File: config.mk
export PLATFORM = sky130hd
export DESIGN_NAME = owatc_top
export DESIGN_NICKNAME = d
export VERILOG_FILES = /design/src/owatc_pkg.sv /design/src/owatc_timer.sv /design/src/owatc_top.sv
export SDC_FILE = /design/constraint.sdc
export NUM_CORES = 1
export LEC_CHECK = 0
export BUFFER_PORTS_ARGS = -buffer_cell sky130_fd_sc_hd__buf_2
export CAP_MARGIN = 20
export CORE_MARGIN = 2
export CORE_UTILIZATION = 50
export DETAILED_ROUTE_END_ITERATION = 6
export PLACE_DENSITY_LB_ADDON = 0.05
export RECOVER_POWER = 50
export SLEW_MARGIN = 20
export SYNTH_ARGS = -nofsm -noshare
export SYNTH_HDL_FRONTEND = slang
export SYNTH_SLANG_ARGS = --single-unit
File: constraint.sdc
create_clock -name MCLK -period 2.58 [get_ports MCLK]
set_input_delay 0.516 -clock MCLK [delete_from_list [all_inputs] [get_ports MCLK]]
set_output_delay 0.516 -clock MCLK [all_outputs]
set_load 0.01 [all_outputs]
File: src/owatc_pkg.sv
// constants and state type for the one-wire ASK transmit controller
package owatc_pkg;

  // clock of the tracking oscillator model
  localparam int CLK_MHZ = 200;

  // width of every interval counter
  localparam int CNT_W = 24;

  // on-delay after the line goes low
  localparam int ON_DELAY_US = 64;
  localparam int ON_DELAY_CYC = ON_DELAY_US * CLK_MHZ;

  // acknowledge pulse length
  localparam int ACK_US = 256;
  localparam int ACK_CYC = ACK_US * CLK_MHZ;

  // error pulse length
  localparam int ERR_US = 128;
  localparam int ERR_CYC = ERR_US * CLK_MHZ;

  // idle-high timeout ending a sequence
  localparam int IDLE_HIGH_MS = 16;
  localparam int IDLE_HIGH_CYC = IDLE_HIGH_MS * 1000 * CLK_MHZ;

  // stuck-low timeout
  localparam int LOW_TIMEOUT_MS = 20;
  localparam int LOW_TIMEOUT_CYC = LOW_TIMEOUT_MS * 1000 * CLK_MHZ;

  // antenna resonance and half period of the drive square wave
  localparam int RES_KHZ = 125;
  localparam int HALF_PERIOD_CYC = (CLK_MHZ * 1000) / (2 * RES_KHZ);

  // off-delay counted in drive half periods
  localparam int OFF_DELAY_HALVES = 8;

  // reset values of the outputs and of the phase and armed flags
  localparam logic RST_DRIVE = 1'b0;
  localparam logic RST_LINE_OE_N = 1'b1;
  localparam logic RST_LINE_OUT = 1'b0;
  localparam logic RST_STANDBY = 1'b1;
  localparam logic RST_FAULT = 1'b0;
  localparam logic RST_KLINE = 1'b0;
  localparam logic RST_PHASE = 1'b1;
  localparam logic RST_ARMED = 1'b1;

  // controller states
  typedef enum logic [1:0] {
    ST_STANDBY = 2'b00,
    ST_TRANSMIT = 2'b01,
    ST_REPORT = 2'b10
  } owatc_state_t;

endpackage

File: src/owatc_timer.sv
// saturating interval counter with clear and run
`timescale 1ns/1ps
module owatc_timer #(
  parameter int WIDTH = 24
) (
  input wire logic clk,
  input wire logic rst_n,
  input wire logic clear,
  input wire logic run,
  input wire logic [WIDTH-1:0] limit,
  output logic done
);

  logic [WIDTH-1:0] count;

  // clear wins over run, count holds at the limit
  always_ff @(posedge clk) begin
    if (!rst_n) begin
      count <= '0;
    end else if (clear) begin
      count <= '0;
    end else if (run && !done) begin
      count <= count + 1'b1;
    end
  end

  assign done = (count >= limit);

endmodule

File: src/owatc_top.sv
// one-wire ASK antenna transmit controller
`timescale 1ns/1ps

// What this block does
// - after reset, line high: stay in standby
// - standby keeps only the line receiver and the level-select report active
// - line high means interface level, low ground
// - line pulled low wakes into transmission
// - line low in transmission: resonant square wave
// - line high in transmission: drive held low
// - drive on after line low for on-delay
// - drive off after line high for off-delay
// - off-delay counted in resonance half periods
// - low timeout counter runs while line low
// - low timeout: drive off, back to standby
// - idle-high timeout: report pulse, then standby
// - no fault: acknowledge pulse of 256 us
// - fault seen: error pulse of 128 us
// - all logic clocked by the tracking oscillator
module owatc_top #(
  parameter int ON_DELAY_CYCLES = owatc_pkg::ON_DELAY_CYC,
  parameter int ACK_CYCLES = owatc_pkg::ACK_CYC,
  parameter int ERR_CYCLES = owatc_pkg::ERR_CYC,
  parameter int IDLE_HIGH_CYCLES = owatc_pkg::IDLE_HIGH_CYC,
  parameter int LOW_TIMEOUT_CYCLES = owatc_pkg::LOW_TIMEOUT_CYC,
  parameter int HALF_PERIOD_CYCLES = owatc_pkg::HALF_PERIOD_CYC,
  parameter int OFF_DELAY_HALVES = owatc_pkg::OFF_DELAY_HALVES
) (
  input wire logic MCLK,
  input wire logic RST_N,
  input wire logic SINGLE_WIRE_LINE_IN,
  output logic SINGLE_WIRE_LINE_OUT,
  output logic SINGLE_WIRE_LINE_OE_N,
  input wire logic LINE_LEVEL_SELECT,
  input wire logic FAULT_DETECT,
  output logic ANTENNA_DRIVE_OUT,
  output logic STANDBY,
  output logic FAULT_SEEN,
  output logic KLINE_MODE
);

  import owatc_pkg::*;

  ////////////////////////////////////////////////////////////////////////////
  // declarations

  localparam logic [CNT_W-1:0] ON_LIMIT = CNT_W'(ON_DELAY_CYCLES);
  localparam logic [CNT_W-1:0] ACK_LIMIT = CNT_W'(ACK_CYCLES);
  localparam logic [CNT_W-1:0] ERR_LIMIT = CNT_W'(ERR_CYCLES);
  localparam logic [CNT_W-1:0] IDLE_LIMIT = CNT_W'(IDLE_HIGH_CYCLES);
  localparam logic [CNT_W-1:0] LOW_LIMIT = CNT_W'(LOW_TIMEOUT_CYCLES);
  localparam logic [CNT_W-1:0] OFF_LIMIT = CNT_W'(OFF_DELAY_HALVES);
  localparam logic [CNT_W-1:0] HALF_LAST = CNT_W'(HALF_PERIOD_CYCLES - 1);

  owatc_state_t state;
  owatc_state_t next_state;

  logic line_meta;
  logic line_s;
  logic fault_meta;
  logic fault_s;
  logic level_meta;
  logic level_s;

  logic line_low;
  logic in_tx;
  logic in_report;
  logic armed;
  logic drive_on;
  logic fault;
  logic phase;
  logic half_tick;
  logic [CNT_W-1:0] half_cnt;
  logic [CNT_W-1:0] report_limit;

  logic on_done;
  logic off_done;
  logic low_done;
  logic idle_done;
  logic report_done;

  logic next_drive;

  ////////////////////////////////////////////////////////////////////////////
  // input synchronisers

  // two stages on the wire and the side inputs
  always_ff @(posedge MCLK) begin
    if (!RST_N) begin
      line_meta <= 1'b1;
      line_s <= 1'b1;
    end else begin
      line_meta <= SINGLE_WIRE_LINE_IN;
      line_s <= line_meta;
    end
  end

  always_ff @(posedge MCLK) begin
    if (!RST_N) begin
      fault_meta <= 1'b0;
      fault_s <= 1'b0;
    end else begin
      fault_meta <= FAULT_DETECT;
      fault_s <= fault_meta;
    end
  end

  always_ff @(posedge MCLK) begin
    if (!RST_N) begin
      level_meta <= 1'b0;
      level_s <= 1'b0;
    end else begin
      level_meta <= LINE_LEVEL_SELECT;
      level_s <= level_meta;
    end
  end

  // logic low is ground, high is the selected interface level
  assign line_low = ~line_s;
  assign in_tx = (state == ST_TRANSMIT);
  assign in_report = (state == ST_REPORT);

  ////////////////////////////////////////////////////////////////////////////
  // controller state machine

  always_comb begin
    next_state = state;
    case (state)
      ST_STANDBY: begin
        if (armed && line_low) begin
          next_state = ST_TRANSMIT;
        end
      end
      ST_TRANSMIT: begin
        if (low_done) begin
          next_state = ST_STANDBY;
        end else if (idle_done) begin
          next_state = ST_REPORT;
        end
      end
      ST_REPORT: begin
        if (report_done) begin
          next_state = ST_STANDBY;
        end
      end
      default: begin
        next_state = ST_STANDBY;
      end
    endcase
  end

  // reset lands in standby and waits for the line
  always_ff @(posedge MCLK) begin
    if (!RST_N) begin
      state <= ST_STANDBY;
    end else begin
      state <= next_state;
    end
  end

  // after a report or a low timeout, wait for the line to rise before waking
  always_ff @(posedge MCLK) begin
    if (!RST_N) begin
      armed <= RST_ARMED;
    end else if (in_report || (in_tx && low_done)) begin
      armed <= 1'b0;
    end else if (line_s) begin
      armed <= 1'b1;
    end
  end

  ////////////////////////////////////////////////////////////////////////////
  // debounce and timeout counters, all held clear in standby

  owatc_timer #(
    .WIDTH(CNT_W)
  ) u_on_delay (
    .clk(MCLK),
    .rst_n(RST_N),
    .clear(!in_tx || line_s || drive_on),
    .run(line_low),
    .limit(ON_LIMIT),
    .done(on_done)
  );

  owatc_timer #(
    .WIDTH(CNT_W)
  ) u_off_delay (
    .clk(MCLK),
    .rst_n(RST_N),
    .clear(!in_tx || line_low || !drive_on),
    .run(half_tick),
    .limit(OFF_LIMIT),
    .done(off_done)
  );

  owatc_timer #(
    .WIDTH(CNT_W)
  ) u_low_timeout (
    .clk(MCLK),
    .rst_n(RST_N),
    .clear(!in_tx || line_s),
    .run(line_low),
    .limit(LOW_LIMIT),
    .done(low_done)
  );

  owatc_timer #(
    .WIDTH(CNT_W)
  ) u_idle_high (
    .clk(MCLK),
    .rst_n(RST_N),
    .clear(!in_tx || line_low),
    .run(1'b1),
    .limit(IDLE_LIMIT),
    .done(idle_done)
  );

  // report length chosen by the fault latch
  assign report_limit = fault ? ERR_LIMIT : ACK_LIMIT;

  owatc_timer #(
    .WIDTH(CNT_W)
  ) u_report (
    .clk(MCLK),
    .rst_n(RST_N),
    .clear(!in_report),
    .run(1'b1),
    .limit(report_limit),
    .done(report_done)
  );

  ////////////////////////////////////////////////////////////////////////////
  // drive enable with debounce on both edges

  always_ff @(posedge MCLK) begin
    if (!RST_N) begin
      drive_on <= 1'b0;
    end else if (!in_tx || low_done) begin
      drive_on <= 1'b0;
    end else if (off_done) begin
      drive_on <= 1'b0;
    end else if (on_done) begin
      drive_on <= 1'b1;
    end
  end

  ////////////////////////////////////////////////////////////////////////////
  // resonant square wave

  // half period divider; also times the off-delay
  always_ff @(posedge MCLK) begin
    if (!RST_N) begin
      half_cnt <= '0;
      half_tick <= 1'b0;
      phase <= RST_PHASE;
    end else if (!drive_on) begin
      half_cnt <= '0;
      half_tick <= 1'b0;
      phase <= RST_PHASE;
    end else if (half_cnt == HALF_LAST) begin
      half_cnt <= '0;
      half_tick <= 1'b1;
      phase <= ~phase;
    end else begin
      half_cnt <= half_cnt + 1'b1;
      half_tick <= 1'b0;
    end
  end

  // gated wave; ground whenever the drive is off
  assign next_drive = drive_on && phase;

  always_ff @(posedge MCLK) begin
    if (!RST_N) begin
      ANTENNA_DRIVE_OUT <= RST_DRIVE;
    end else begin
      ANTENNA_DRIVE_OUT <= next_drive;
    end
  end

  ////////////////////////////////////////////////////////////////////////////
  // fault latch, cleared only in standby

  always_ff @(posedge MCLK) begin
    if (!RST_N) begin
      fault <= 1'b0;
    end else if (state == ST_STANDBY) begin
      fault <= 1'b0;
    end else if (in_tx && fault_s) begin
      fault <= 1'b1;
    end
  end

  ////////////////////////////////////////////////////////////////////////////
  // line driver and status outputs

  // open-drain: pull low for the whole report phase
  always_ff @(posedge MCLK) begin
    if (!RST_N) begin
      SINGLE_WIRE_LINE_OE_N <= RST_LINE_OE_N;
      SINGLE_WIRE_LINE_OUT <= RST_LINE_OUT;
    end else begin
      SINGLE_WIRE_LINE_OE_N <= ~(next_state == ST_REPORT);
      SINGLE_WIRE_LINE_OUT <= RST_LINE_OUT;
    end
  end

  always_ff @(posedge MCLK) begin
    if (!RST_N) begin
      STANDBY <= RST_STANDBY;
    end else begin
      STANDBY <= (next_state == ST_STANDBY);
    end
  end

  always_ff @(posedge MCLK) begin
    if (!RST_N) begin
      FAULT_SEEN <= RST_FAULT;
    end else begin
      FAULT_SEEN <= fault;
    end
  end

  // level selection only reported; the pad handles the voltage
  always_ff @(posedge MCLK) begin
    if (!RST_N) begin
      KLINE_MODE <= RST_KLINE;
    end else begin
      KLINE_MODE <= level_s;
    end
  end

endmodule

==> results.sh, run 1 <==
export IMPL_status="finished clean"
export IMPL_start_kind="flip-flop"
export IMPL_layout_nets=799
export IMPL_multi_input_area_um2=3401
export IMPL_tightest_slew_ns=0.7801
export IMPL_drv_cap=0
export IMPL_setup_tns_ns=0
export IMPL_ant_nets=0
export IMPL_criticalPathCategory="flip-flop to flip-flop"
export IMPL_drive_above_1_share_pct=7.206
export IMPL_die_area_um2=14690
export IMPL_syn_avg_cell_area_um2=8.967
export IMPL_synth_top_area_share_pct=47.21
export IMPL_combPwrFrac_pct=0.7
export IMPL_synth_commonest_cells="dfxtp_1 (162), nor2_1 (99), nand2_1 (54), xnor2_1 (46), nand3_1 (33)"
export IMPL_ys_flop_type="dfxtp_1"
export IMPL_gp_congestion=0.8078
export IMPL_netSwitchingFraction_pct=19.39
export IMPL_period_minus_slack_ns=2.205
export IMPL_antenna_cells=0
export IMPL_routed_wirelength_um=13380
export IMPL_synth_fp_nets=786
export IMPL_grt_pass1_vias=5037
export IMPL_post_route_util_pct=57.81
export IMPL_crit_required_ns=2.87
export IMPL_htree_levels=4
export IMPL_numPortBuffers=9
export IMPL_seq_area_frac_synth_pct=47.21
export IMPL_endpoint_kind="flip-flop"
export IMPL_wl_per_cell_um=13.84
export IMPL_crit_fanout=5
export IMPL_dieWidth_um=121.2
export IMPL_syn_area_um2=6869
export IMPL_clock_latency_ns=0.42
export IMPL_clkTransAtPathRegs_ns=0.06
export IMPL_final_seq_area_um2=3243
export IMPL_vdd_drop_max_mv=0.6389
export IMPL_hold_viol_final=0
export IMPL_hpwl_um=8985
export IMPL_synthArstFlopShare_pct=0
export IMPL_rows=42
export IMPL_rr_startpoint="u_report.count[23]$_SDFFE_PN0N_"
export IMPL_drc=0
export IMPL_crit_arrival_ns=2.49
export IMPL_crit_path_cell_trace="or4_4, nor4_4, nand4_1, o311ai_1, o41ai_1"
export IMPL_slowest_stage="or4_4"
export IMPL_nFillCells=1207
export IMPL_core_area_um2=13350
export IMPL_maxSlewHeadroom_pct=47.59
export IMPL_reg2reg_slack_ns=0.38
export IMPL_cts_setup_buffers=0
export IMPL_max_freq_mhz=453.5
export IMPL_critPathMaxStageDelay_ns=0.54
export IMPL_period_share_pct=85.46
export IMPL_setup_viol=0
export IMPL_r2r_end="u_report.count[10]$_SDFFE_PN0N_"
export IMPL_drt_iter0_markers=274
export IMPL_area_delta_synth_final_pct=12.33
export IMPL_vias_per_cell=5.524
export IMPL_rsz0062_at_grt="no"
export IMPL_grt_overflow=0
export IMPL_grt_max_degree=26
export IMPL_powerDensity_nw_per_um2=665.4
export IMPL_clock_sinks=162
export IMPL_synth_edf_count=0
export IMPL_synthCells=766
export IMPL_power_switching_uw=995.4
export IMPL_initial_utilization_pct=51.46
export IMPL_vias=5342
export IMPL_antenna_found_initial=0
export IMPL_synth_top_area_cell="dfxtp_1"
export IMPL_synth_distinct_cells=58
export IMPL_synth_most_common_cell="dfxtp_1"
export IMPL_cts_tree="done"
export IMPL_yosysWarnings=0
export IMPL_p_leak_nw=2.656
export IMPL_numCtsBuffers=17
export IMPL_die_h_um=121.2
export IMPL_r2r_worst_path_cells=5
export IMPL_ys_ff_latch=162
export IMPL_maxSlewViolCount=0
export IMPL_crit_path_end="u_report.count[10]$_SDFFE_PN0N_"
export IMPL_cts_root_buffer_cell="clkbuf_16"
export IMPL_postCtsHoldBufs=0
export IMPL_p_seq_share_pct=49.0
export IMPL_startpoint="u_report.count[23]$_SDFFE_PN0N_"
export IMPL_clock_skew_ns=0.006716
export IMPL_worstHoldPathType="primary input to flip-flop"
export IMPL_postCtsResizedCells=0
export IMPL_cts_buffer_depth=2
export IMPL_synthTopCellsByArea="dfxtp_1 (47%), xnor2_1 (5.9%), nor2_1 (5.4%)"
export IMPL_power_frac_clock_pct=50.3
export IMPL_first_pass_iters=5
export IMPL_track_usage_pct=19.38
export IMPL_p_int_mw=4.139
export IMPL_grt_pass1_wl_um=23180
export IMPL_num_io_pins=11
layout by cell type (no fill, tap or decap), types with 5 or more instances in the layout:
cell and n:
dfxtp_1 162, o21ai_1 6, nor3_1 17, a21oi_1 28
nor2_1 99, and4_1 10, nand4_1 32, nand2_1 54
o31ai_1 9, buf_4 12, a211oi_1 6, or4_1 11
xor2_1 19, xnor2_1 46, ha_1 15, nor4_1 19
nand2b_1 5, inv_1 24, and3_1 31, or3_1 6
and2_0 17, a31o_1 6, clkbuf_16 17, or2_2 5
clkbuf_1 12, o21ai_0 5, nand3_1 33, and2_1 11
metrics by stage:
stage / hold WS, ns / instance area (µm²) / std cells / setup slack (ns) / power [mW]
floorplan: 0.3863 / 6869 / 766 / 0.6114 / 2.594
global placement: 0.3898 / 7137 / 936 / 0.4963 / 2.606
detailed placement: 0.4075 / 7137 / 936 / 0.4664 / 2.608
CTS: 0.2706 / 7749 / 967 / 0.4033 / 5.195
global route: 0.2863 / 7716 / 967 / 0.2521 / 5.312
finish: 0.2887 / 7716 / 967 / 0.3751 / 5.134
flip-flops by register name (all words and copies together), names as in the netlist:
register	cells
ANTENNA_DRIVE_OUT	1
FAULT_SEEN	1
KLINE_MODE	1
SINGLE_WIRE_LINE_OE_N	1
STANDBY	1
armed	1
drive_on	1
fault	1
fault_meta	1
fault_s	1
half_cnt	24
half_tick	1
level_meta	1
level_s	1
line_meta	1
line_s	1
phase	1
state	2
u_idle_high.count	24
u_low_timeout.count	24
u_off_delay.count	24
u_on_delay.count	24
u_report.count	24
power by group through the flow:
stage / Combinational, mW / Clock [mW] / Sequential [mW]
2_1_floorplan: 0.0256 / 0 / 2.57
3_3_place_gp: 0.0362 / 0 / 2.57
3_5_place_dp: 0.0372 / 0 / 2.57
4_1_cts: 0.0373 / 2.64 / 2.51
5_1_grt: 0.0393 / 2.76 / 2.51
6_report: 0.0348 / 2.58 / 2.52
worst min path at each step:
stage,slack [ns],endpoint,cells past startpoint,from
4_1_cts,0.27,line_meta$_SDFF_PN1_,2,SINGLE_WIRE_LINE_IN
5_1_grt,0.29,level_meta$_SDFF_PN0_,2,LINE_LEVEL_SELECT
6_report,0.29,line_meta$_SDFF_PN1_,2,SINGLE_WIRE_LINE_IN
2_1_floorplan,0.39,line_s$_SDFF_PN1_,1,line_meta$_SDFF_PN1_
3_3_place_gp,0.39,line_s$_SDFF_PN1_,1,line_meta$_SDFF_PN1_
3_5_place_dp,0.41,line_s$_SDFF_PN1_,1,line_meta$_SDFF_PN1_
logic make-up after synthesis:
family                   share of synthesized area (%)
adder cells (fa/ha/maj)                          2.732
other                                          0.05459
AO/OA/AOI/OAI                                    8.761
AND/OR/NAND/NOR                                  29.18
buffers and inverters                            3.188
flip-flops                                       47.21
XOR/XNOR                                         8.288
multiplexers                                    0.5829
critical path, delay by kind of cell (launching register included):
family           cells  cell delay (ns)
AO/OA/AOI/OAI        2             0.51
flip-flops           1             0.31
AND/OR/NAND/NOR      3             1.25
area by class of cell:
class                   count  area share [%]
multi-input cells         547           44.07
flip-flops and latches    162           42.03
clock inverters             9           1.654
well taps                 176           2.854
inverters                  25           1.216
clock buffers              22           6.275
repair buffers             26           1.897
per-layer routing:
layer | part of all wire, % | vias to the layer above | GRT usage, % | routed length (µm)
met5 | 0 | - | 0 | 0
met4 | 1.5 | 0 | 7.112 | 202
met3 | 2.5 | 16 | 4.464 | 332
met2 | 47 | 49 | 31.78 | 6236
met1 | 49 | 2548 | 24.96 | 6608
li1 | - | 2729 | - | -
Power figures use the tool's default switching activity.
==> inputs of run 2 (changes only) <==
--- a/config.mk
+++ b/config.mk
@@ -5,6 +5,7 @@
 export SDC_FILE = /design/constraint.sdc
 export NUM_CORES = 1
 export LEC_CHECK = 0
+export ABC_AREA = 1
 export BUFFER_PORTS_ARGS = -buffer_cell sky130_fd_sc_hd__buf_2
 export CAP_MARGIN = 20
 export CORE_MARGIN = 2
==> run 2 against run 1 <==
  * Sequential power about the same
  * Clock skew increased by 0.00096 ns
  * Non-clock buffer count decreased by 12
  * Worst hold slack got worse by 0.018 ns
  * Highest routed layer is now met5
==> results.sh, run 2 <==
export IMPL_drv_cap=0
export IMPL_final_common_cell="nand2_1"
export IMPL_hold_viol_final=0
export IMPL_crit_arrival_ns=2.47
export IMPL_endpoint_kind="flip-flop"
export IMPL_ys_flop_type="dfxtp_1"
export IMPL_period_minus_slack_ns=2.150
export IMPL_synth_edf_count=0
export IMPL_reg2reg_slack_ns=0.43
export IMPL_tightest_slew_ns=1.039
export IMPL_synth_top_area_cell="dfxtp_1"
export IMPL_start_kind="flip-flop"
export IMPL_dp_slack_ns=0.6203
export IMPL_period_share_pct=83.35
export IMPL_die_area_um2=17320
export IMPL_clock_skew_ns=0.007679
export IMPL_grt_pass1_wl_um=27990
export IMPL_htree_levels=4
export IMPL_layout_nets=1208
export IMPL_multi_input_area_um2=4055
export IMPL_numPortBuffers=9
export IMPL_die_h_um=131.6
export IMPL_rows=46
export IMPL_hpwl_um=11450
export IMPL_synth_top_area_share_pct=39.83
export IMPL_synth_fp_nets=1202
export IMPL_synth_commonest_cells="nand2_1 (323), dfxtp_1 (162), nor2_1 (157), inv_1 (152), a21oi_1 (83)"
export IMPL_syn_area_um2=8142
export IMPL_first_pass_iters=5
export IMPL_postCtsHoldBufs=0
export IMPL_core_area_um2=15890
export IMPL_whs_endpoint="line_meta$_SDFF_PN1_"
export IMPL_cts_root_buffer_cell="clkbuf_16"
export IMPL_worstHoldPathType="primary input to flip-flop"
export IMPL_powerDensity_nw_per_um2=611.0
export IMPL_clkTransAtPathRegs_ns=0.07
export IMPL_r2r_worst_path_cells=9
export IMPL_setup_ws_ns=0.4295
export IMPL_seq_area_frac_synth_pct=39.83
export IMPL_crit_fanout=11
export IMPL_routed_wirelength_um=16060
export IMPL_synth_distinct_cells=41
export IMPL_clock_latency_ns=0.43
export IMPL_vdd_drop_max_mv=0.4739
export IMPL_final_cell_mix="nand2_1 (325), dfxtp_1 (162), nor2_1 (161)"
export IMPL_hold_path_cell_count=2
export IMPL_gp_congestion=0.8437
export IMPL_synthTopCellsByArea="dfxtp_1 (40%), nand2_1 (15%), nor2_1 (7.2%)"
export IMPL_setup_viol=0
export IMPL_grt_pass1_vias=6119
export IMPL_r2r_end="u_idle_high.count[2]$_SDFFE_PP0N_"
export IMPL_rr_startpoint="u_idle_high.count[18]$_SDFFE_PP0N_"
export IMPL_crit_required_ns=2.90
export IMPL_syn_avg_cell_area_um2=6.888
export IMPL_postCtsResizedCells=0
export IMPL_drive_above_1_share_pct=9.326
export IMPL_dieWidth_um=131.6
export IMPL_cts_setup_buffers=0
export IMPL_drt_iter0_markers=397
export IMPL_wl_per_cell_um=11.33
export IMPL_criticalPathCategory="flip-flop to flip-flop"
export IMPL_ys_ff_latch=162
export IMPL_num_io_pins=11
export IMPL_min_from="SINGLE_WIRE_LINE_IN"
export IMPL_cts_tree="done"
export IMPL_clock_sinks=162
export IMPL_vias=6806
export IMPL_p_leak_nw=3.126
export IMPL_final_seq_area_um2=3243
export IMPL_max_freq_mhz=465.0
export IMPL_ant_nets=0
export IMPL_synthArstFlopShare_pct=0
export IMPL_numCtsBuffers=17
export IMPL_track_usage_pct=19.35
export IMPL_drc=0
export IMPL_nFillCells=1604
export IMPL_maxSlewHeadroom_pct=30.72
export IMPL_yosysWarnings=0
export IMPL_rsz0062_at_grt="no"
export IMPL_synth_most_common_cell="nand2_1"
export IMPL_antenna_found_initial=2
export IMPL_grt_max_degree=26
export IMPL_synthCells=1182
export IMPL_status="finished clean"
export IMPL_grt_overflow=0
export IMPL_initial_utilization_pct=51.25
export IMPL_cts_buffer_depth=2
export IMPL_area_delta_synth_final_pct=9.651
export IMPL_maxSlewViolCount=0
export IMPL_setup_tns_ns=0
export IMPL_vias_per_cell=4.800
run 2: cell type report:
type	instances	area share (%)
tap	216	3.027
sequential	162	36.33
clock inverter	15	2.817
antenna	1	0.02803
inverter	163	6.854
timing repair buffer	14	0.7568
clock buffer	17	4.765
multi-input combinational	830	45.42
run 2: report_power, final:
group | total [mW] | leakage [nW] | internal, mW | switching, mW
Combinational | 0.0465 | 1.49 | 0.0118 | 0.0347
Sequential | 2.51 | 1.31 | 2.51 | 0.00261
Clock | 2.90 | 0.326 | 1.83 | 1.07
Total | 5.45 | 3.13 | 4.35 | 1.11
run 2: cell families (layout without fill, tap and decap cells):
kind of cell	after synthesis	in the layout	share of synthesized area, %
flip-flops	162	162	39.83
adder cells (fa/ha/maj)	15	15	2.305
XOR/XNOR	42	42	4.518
other	1	2	0.04606
AND/OR/NAND/NOR	662	662	36.36
buffers and inverters	190	209	9.943
AO/OA/AOI/OAI	110	110	6.993
run 2: per-stage QoR:
step	utilization [%]	hold WS (ns)	power (mW)	area, µm²	instances
4_1_cts	56.49	0.2563	5.525	8974	1417
5_1_grt	56.20	0.2682	5.625	8927	1418
3_5_place_dp	52.23	0.3991	2.616	8297	1385
6_report	56.20	0.2711	5.454	8927	1418
2_1_floorplan	-	0.3905	2.605	8142	1182
3_3_place_gp	52.23	0.3960	2.616	8297	1385
run 2: layer usage:
metal / vias up / track usage [%] / wire length (µm)
li1: 3687 / - / -
met3: 17 / 4.591 / 529
met5: - / 0 / 7
met2: 78 / 30.69 / 7074
met1: 3022 / 26.16 / 8262
met4: 2 / 5.797 / 186
run 2: worst max path at each step:
| stage | slack, ns | start | cells past startpoint | endpoint |
|---|---|---|---|---|
| 3_5_place_dp | 0.62 | RST_N | 7 | u_off_delay.count[3]$_SDFFE_PP0P_ |
| 2_1_floorplan | 0.99 | fault$_SDFFE_PP0P_ | 13 | SINGLE_WIRE_LINE_OE_N$_SDFF_PN1_ |
| 5_1_grt | 0.22 | RST_N | 7 | u_off_delay.count[3]$_SDFFE_PP0P_ |
| 4_1_cts | 0.62 | fault$_SDFFE_PP0P_ | 11 | u_report.count[12]$_SDFFE_PN0N_ |
| 3_3_place_gp | 0.65 | RST_N | 7 | u_off_delay.count[3]$_SDFFE_PP0P_ |
| 6_report | 0.43 | u_idle_high.count[18]$_SDFFE_PP0N_ | 9 | u_idle_high.count[2]$_SDFFE_PP0N_ |
run 2: worst max-delay path, stage by stage (launching register included):
cell and delay [ns]:
dfxtp_1 0.33, inv_1 0.12, nand3_1 0.09, nand2_1 0.08, nand2_1 0.05, nor2_1 0.49
clkbuf_1 0.50, nand2_1 0.13, o21ai_0 0.17, nor2_1 0.06
==> inputs of run 3 (changes only) <==
==> constraint.sdc (replaced) <==
create_clock -name MCLK -period 1.8 [get_ports MCLK]
set_input_delay 0.36 -clock MCLK [delete_from_list [all_inputs] [get_ports MCLK]]
set_output_delay 0.36 -clock MCLK [all_outputs]
set_load 0.01 [all_outputs]
==> run 3 against run 2 <==
  * First-iteration DRC count grew 14%
  * Non-clock buffer count grew 23
  * Register-to-register slack lost 0.32 ns
==> results.sh, run 3 (same netlist as run 2, synthesis figures left out) <==
export IMPL_track_usage_pct=18.99
export IMPL_initial_utilization_pct=51.25
export IMPL_clkTransAtPathRegs_ns=0.06
export IMPL_final_common_cell="nand2_1"
export IMPL_critPathMaxStageDelay_ns=0.34
export IMPL_final_cell_mix="nand2_1 (324), nor2_1 (163), dfxtp_1 (160)"
export IMPL_layout_nets=1232
export IMPL_setup_tns_ns=0
export IMPL_num_io_pins=11
export IMPL_vias_per_cell=4.794
export IMPL_vias=6908
export IMPL_endpoint_kind="flip-flop"
export IMPL_first_pass_iters=5
export IMPL_maxSlewViolCount=0
export IMPL_max_freq_mhz=591.6
export IMPL_start_kind="flip-flop"
export IMPL_crit_path_cell_trace="buf_4, ha_1, nand2_1, inv_1, nand2_1, nor2_2, nand2_2, nand3_4, buf_4, nand2_1, a21oi_1"
export IMPL_powerDensity_nw_per_um2=799.5
export IMPL_numCtsBuffers=17
export IMPL_cts_buffer_depth=2
export IMPL_clock_sinks=162
export IMPL_crit_path_frequent_cell="nand2_1"
export IMPL_clock_skew_ns=0.007247
export IMPL_crit_required_ns=2.15
export IMPL_hpwl_um=11530
export IMPL_drv_cap=0
export IMPL_grt_max_degree=25
export IMPL_drc=0
export IMPL_grt_pass1_wl_um=27700
export IMPL_drt_iter0_markers=454
export IMPL_period_minus_slack_ns=1.690
export IMPL_criticalPathCategory="flip-flop to flip-flop"
export IMPL_core_area_um2=15890
export IMPL_die_area_um2=17320
export IMPL_rows=46
export IMPL_cts_tree="done"
export IMPL_crit_buf_inv=3
export IMPL_drive_above_1_share_pct=11.59
export IMPL_grt_pass1_vias=6106
export IMPL_numPortBuffers=9
export IMPL_setup_viol=0
export IMPL_area_delta_synth_final_pct=11.94
export IMPL_crit_arrival_ns=2.04
export IMPL_maxSlewHeadroom_pct=45.90
export IMPL_worstHoldPathType="primary input to flip-flop"
export IMPL_die_h_um=131.6
export IMPL_vdd_drop_max_mv=0.6651
export IMPL_cts_root_buffer_cell="clkbuf_16"
export IMPL_clock_latency_ns=0.42
export IMPL_tightest_slew_ns=0.8115
export IMPL_period_share_pct=93.90
export IMPL_wl_per_cell_um=11.17
export IMPL_routed_wirelength_um=16090
export IMPL_hold_viol_final=0
export IMPL_antenna_cells=0
export IMPL_fin_hold_ws_ns=0.1359
export IMPL_nFillCells=1579
export IMPL_crit_family="simple AND/OR/NAND/NOR gates"
export IMPL_dieWidth_um=131.6
export IMPL_gp_congestion=0.8096
export IMPL_status="finished clean"
export IMPL_ant_nets=0
export IMPL_antenna_found_initial=0
export IMPL_p_leak_nw=3.248
export IMPL_grt_overflow=0
export IMPL_crit_fanout=5
export IMPL_slowest_stage="dfxtp_2"
export IMPL_htree_levels=4
==> run 3: changes by cell type in the layout (fill, tap and decap cells not counted), sizes merged <==
cell      previous run  this run
bufinv               6         2
inv                165       164
diode                1         0
nand3               57        58
clkinvlp             2         1
buf                  6        28
clkinv               5        10
clkbuf              25        27
==> run 3: power by group <==
part	switching (mW)	internal, mW
logic	0.0513	0.0203
registers	0.00355	3.59
clock network	1.52	2.10
total	1.57	5.71
==> run 3: worst paths after layout <==
path / startpoint / end / slack [ns] / cells past startpoint
setup reg to reg: fault$_SDFFE_PP0P_ / u_report.count[5]$_SDFFE_PN0N_ / 0.11 / 11
setup / recovery: fault$_SDFFE_PP0P_ / u_report.count[5]$_SDFFE_PN0N_ / 0.11 / 11
hold reg to reg: level_meta$_SDFF_PN0_ / level_s$_SDFF_PN0_ / 0.41 / 2
hold / removal: SINGLE_WIRE_LINE_IN / line_meta$_SDFF_PN1_ / 0.14 / 2
==> run 3: cell type report <==
cell class / instances / area [µm²] / area share, %
multi-input combinational: 831 / 4115 / 45.15
sequential: 162 / 3246 / 35.61
inverter: 163 / 624.3 / 6.851
clock buffer: 18 / 439.2 / 4.819
tap: 216 / 270.3 / 2.965
timing repair buffer: 37 / 266.5 / 2.924
clock inverter: 14 / 152.6 / 1.675
==> run 3: per-layer routing <==
metal | global-route usage, % | share of wire (%) | routed length [µm] | vias to the layer above
li1 | - | - | - | 3735
met2 | 29.17 | 44 | 7042 | 81
met4 | 6.401 | 1.6 | 252 | 0
met1 | 26.80 | 52 | 8381 | 3071
met5 | 0 | 0 | 0 | -
met3 | 3.511 | 2.6 | 415 | 21
==> run 3: metrics by stage <==
stage          area, µm²  worst slack [ns]  power (mW)  utilization, %  instances
2_1_floorplan       8142            0.2063       3.735               -       1182
5_1_grt             9114          -0.02355       7.524           57.37       1441
3_3_place_gp        8479         0.0006845       3.757           53.38       1406
4_1_cts             9104           0.02093       7.387           57.31       1440
3_5_place_dp        8479          -0.06513       3.757           53.38       1406
6_report            9114            0.1098       7.286           57.37       1441
==> run 3: repair_timing <==
action	in CTS	in global routing
gates resized for setup	4	13
endpoints found under the setup margin	15	19
gates cloned	1	0
hold buffers	0	0
buffers inserted	1	1
pin swaps	2	2
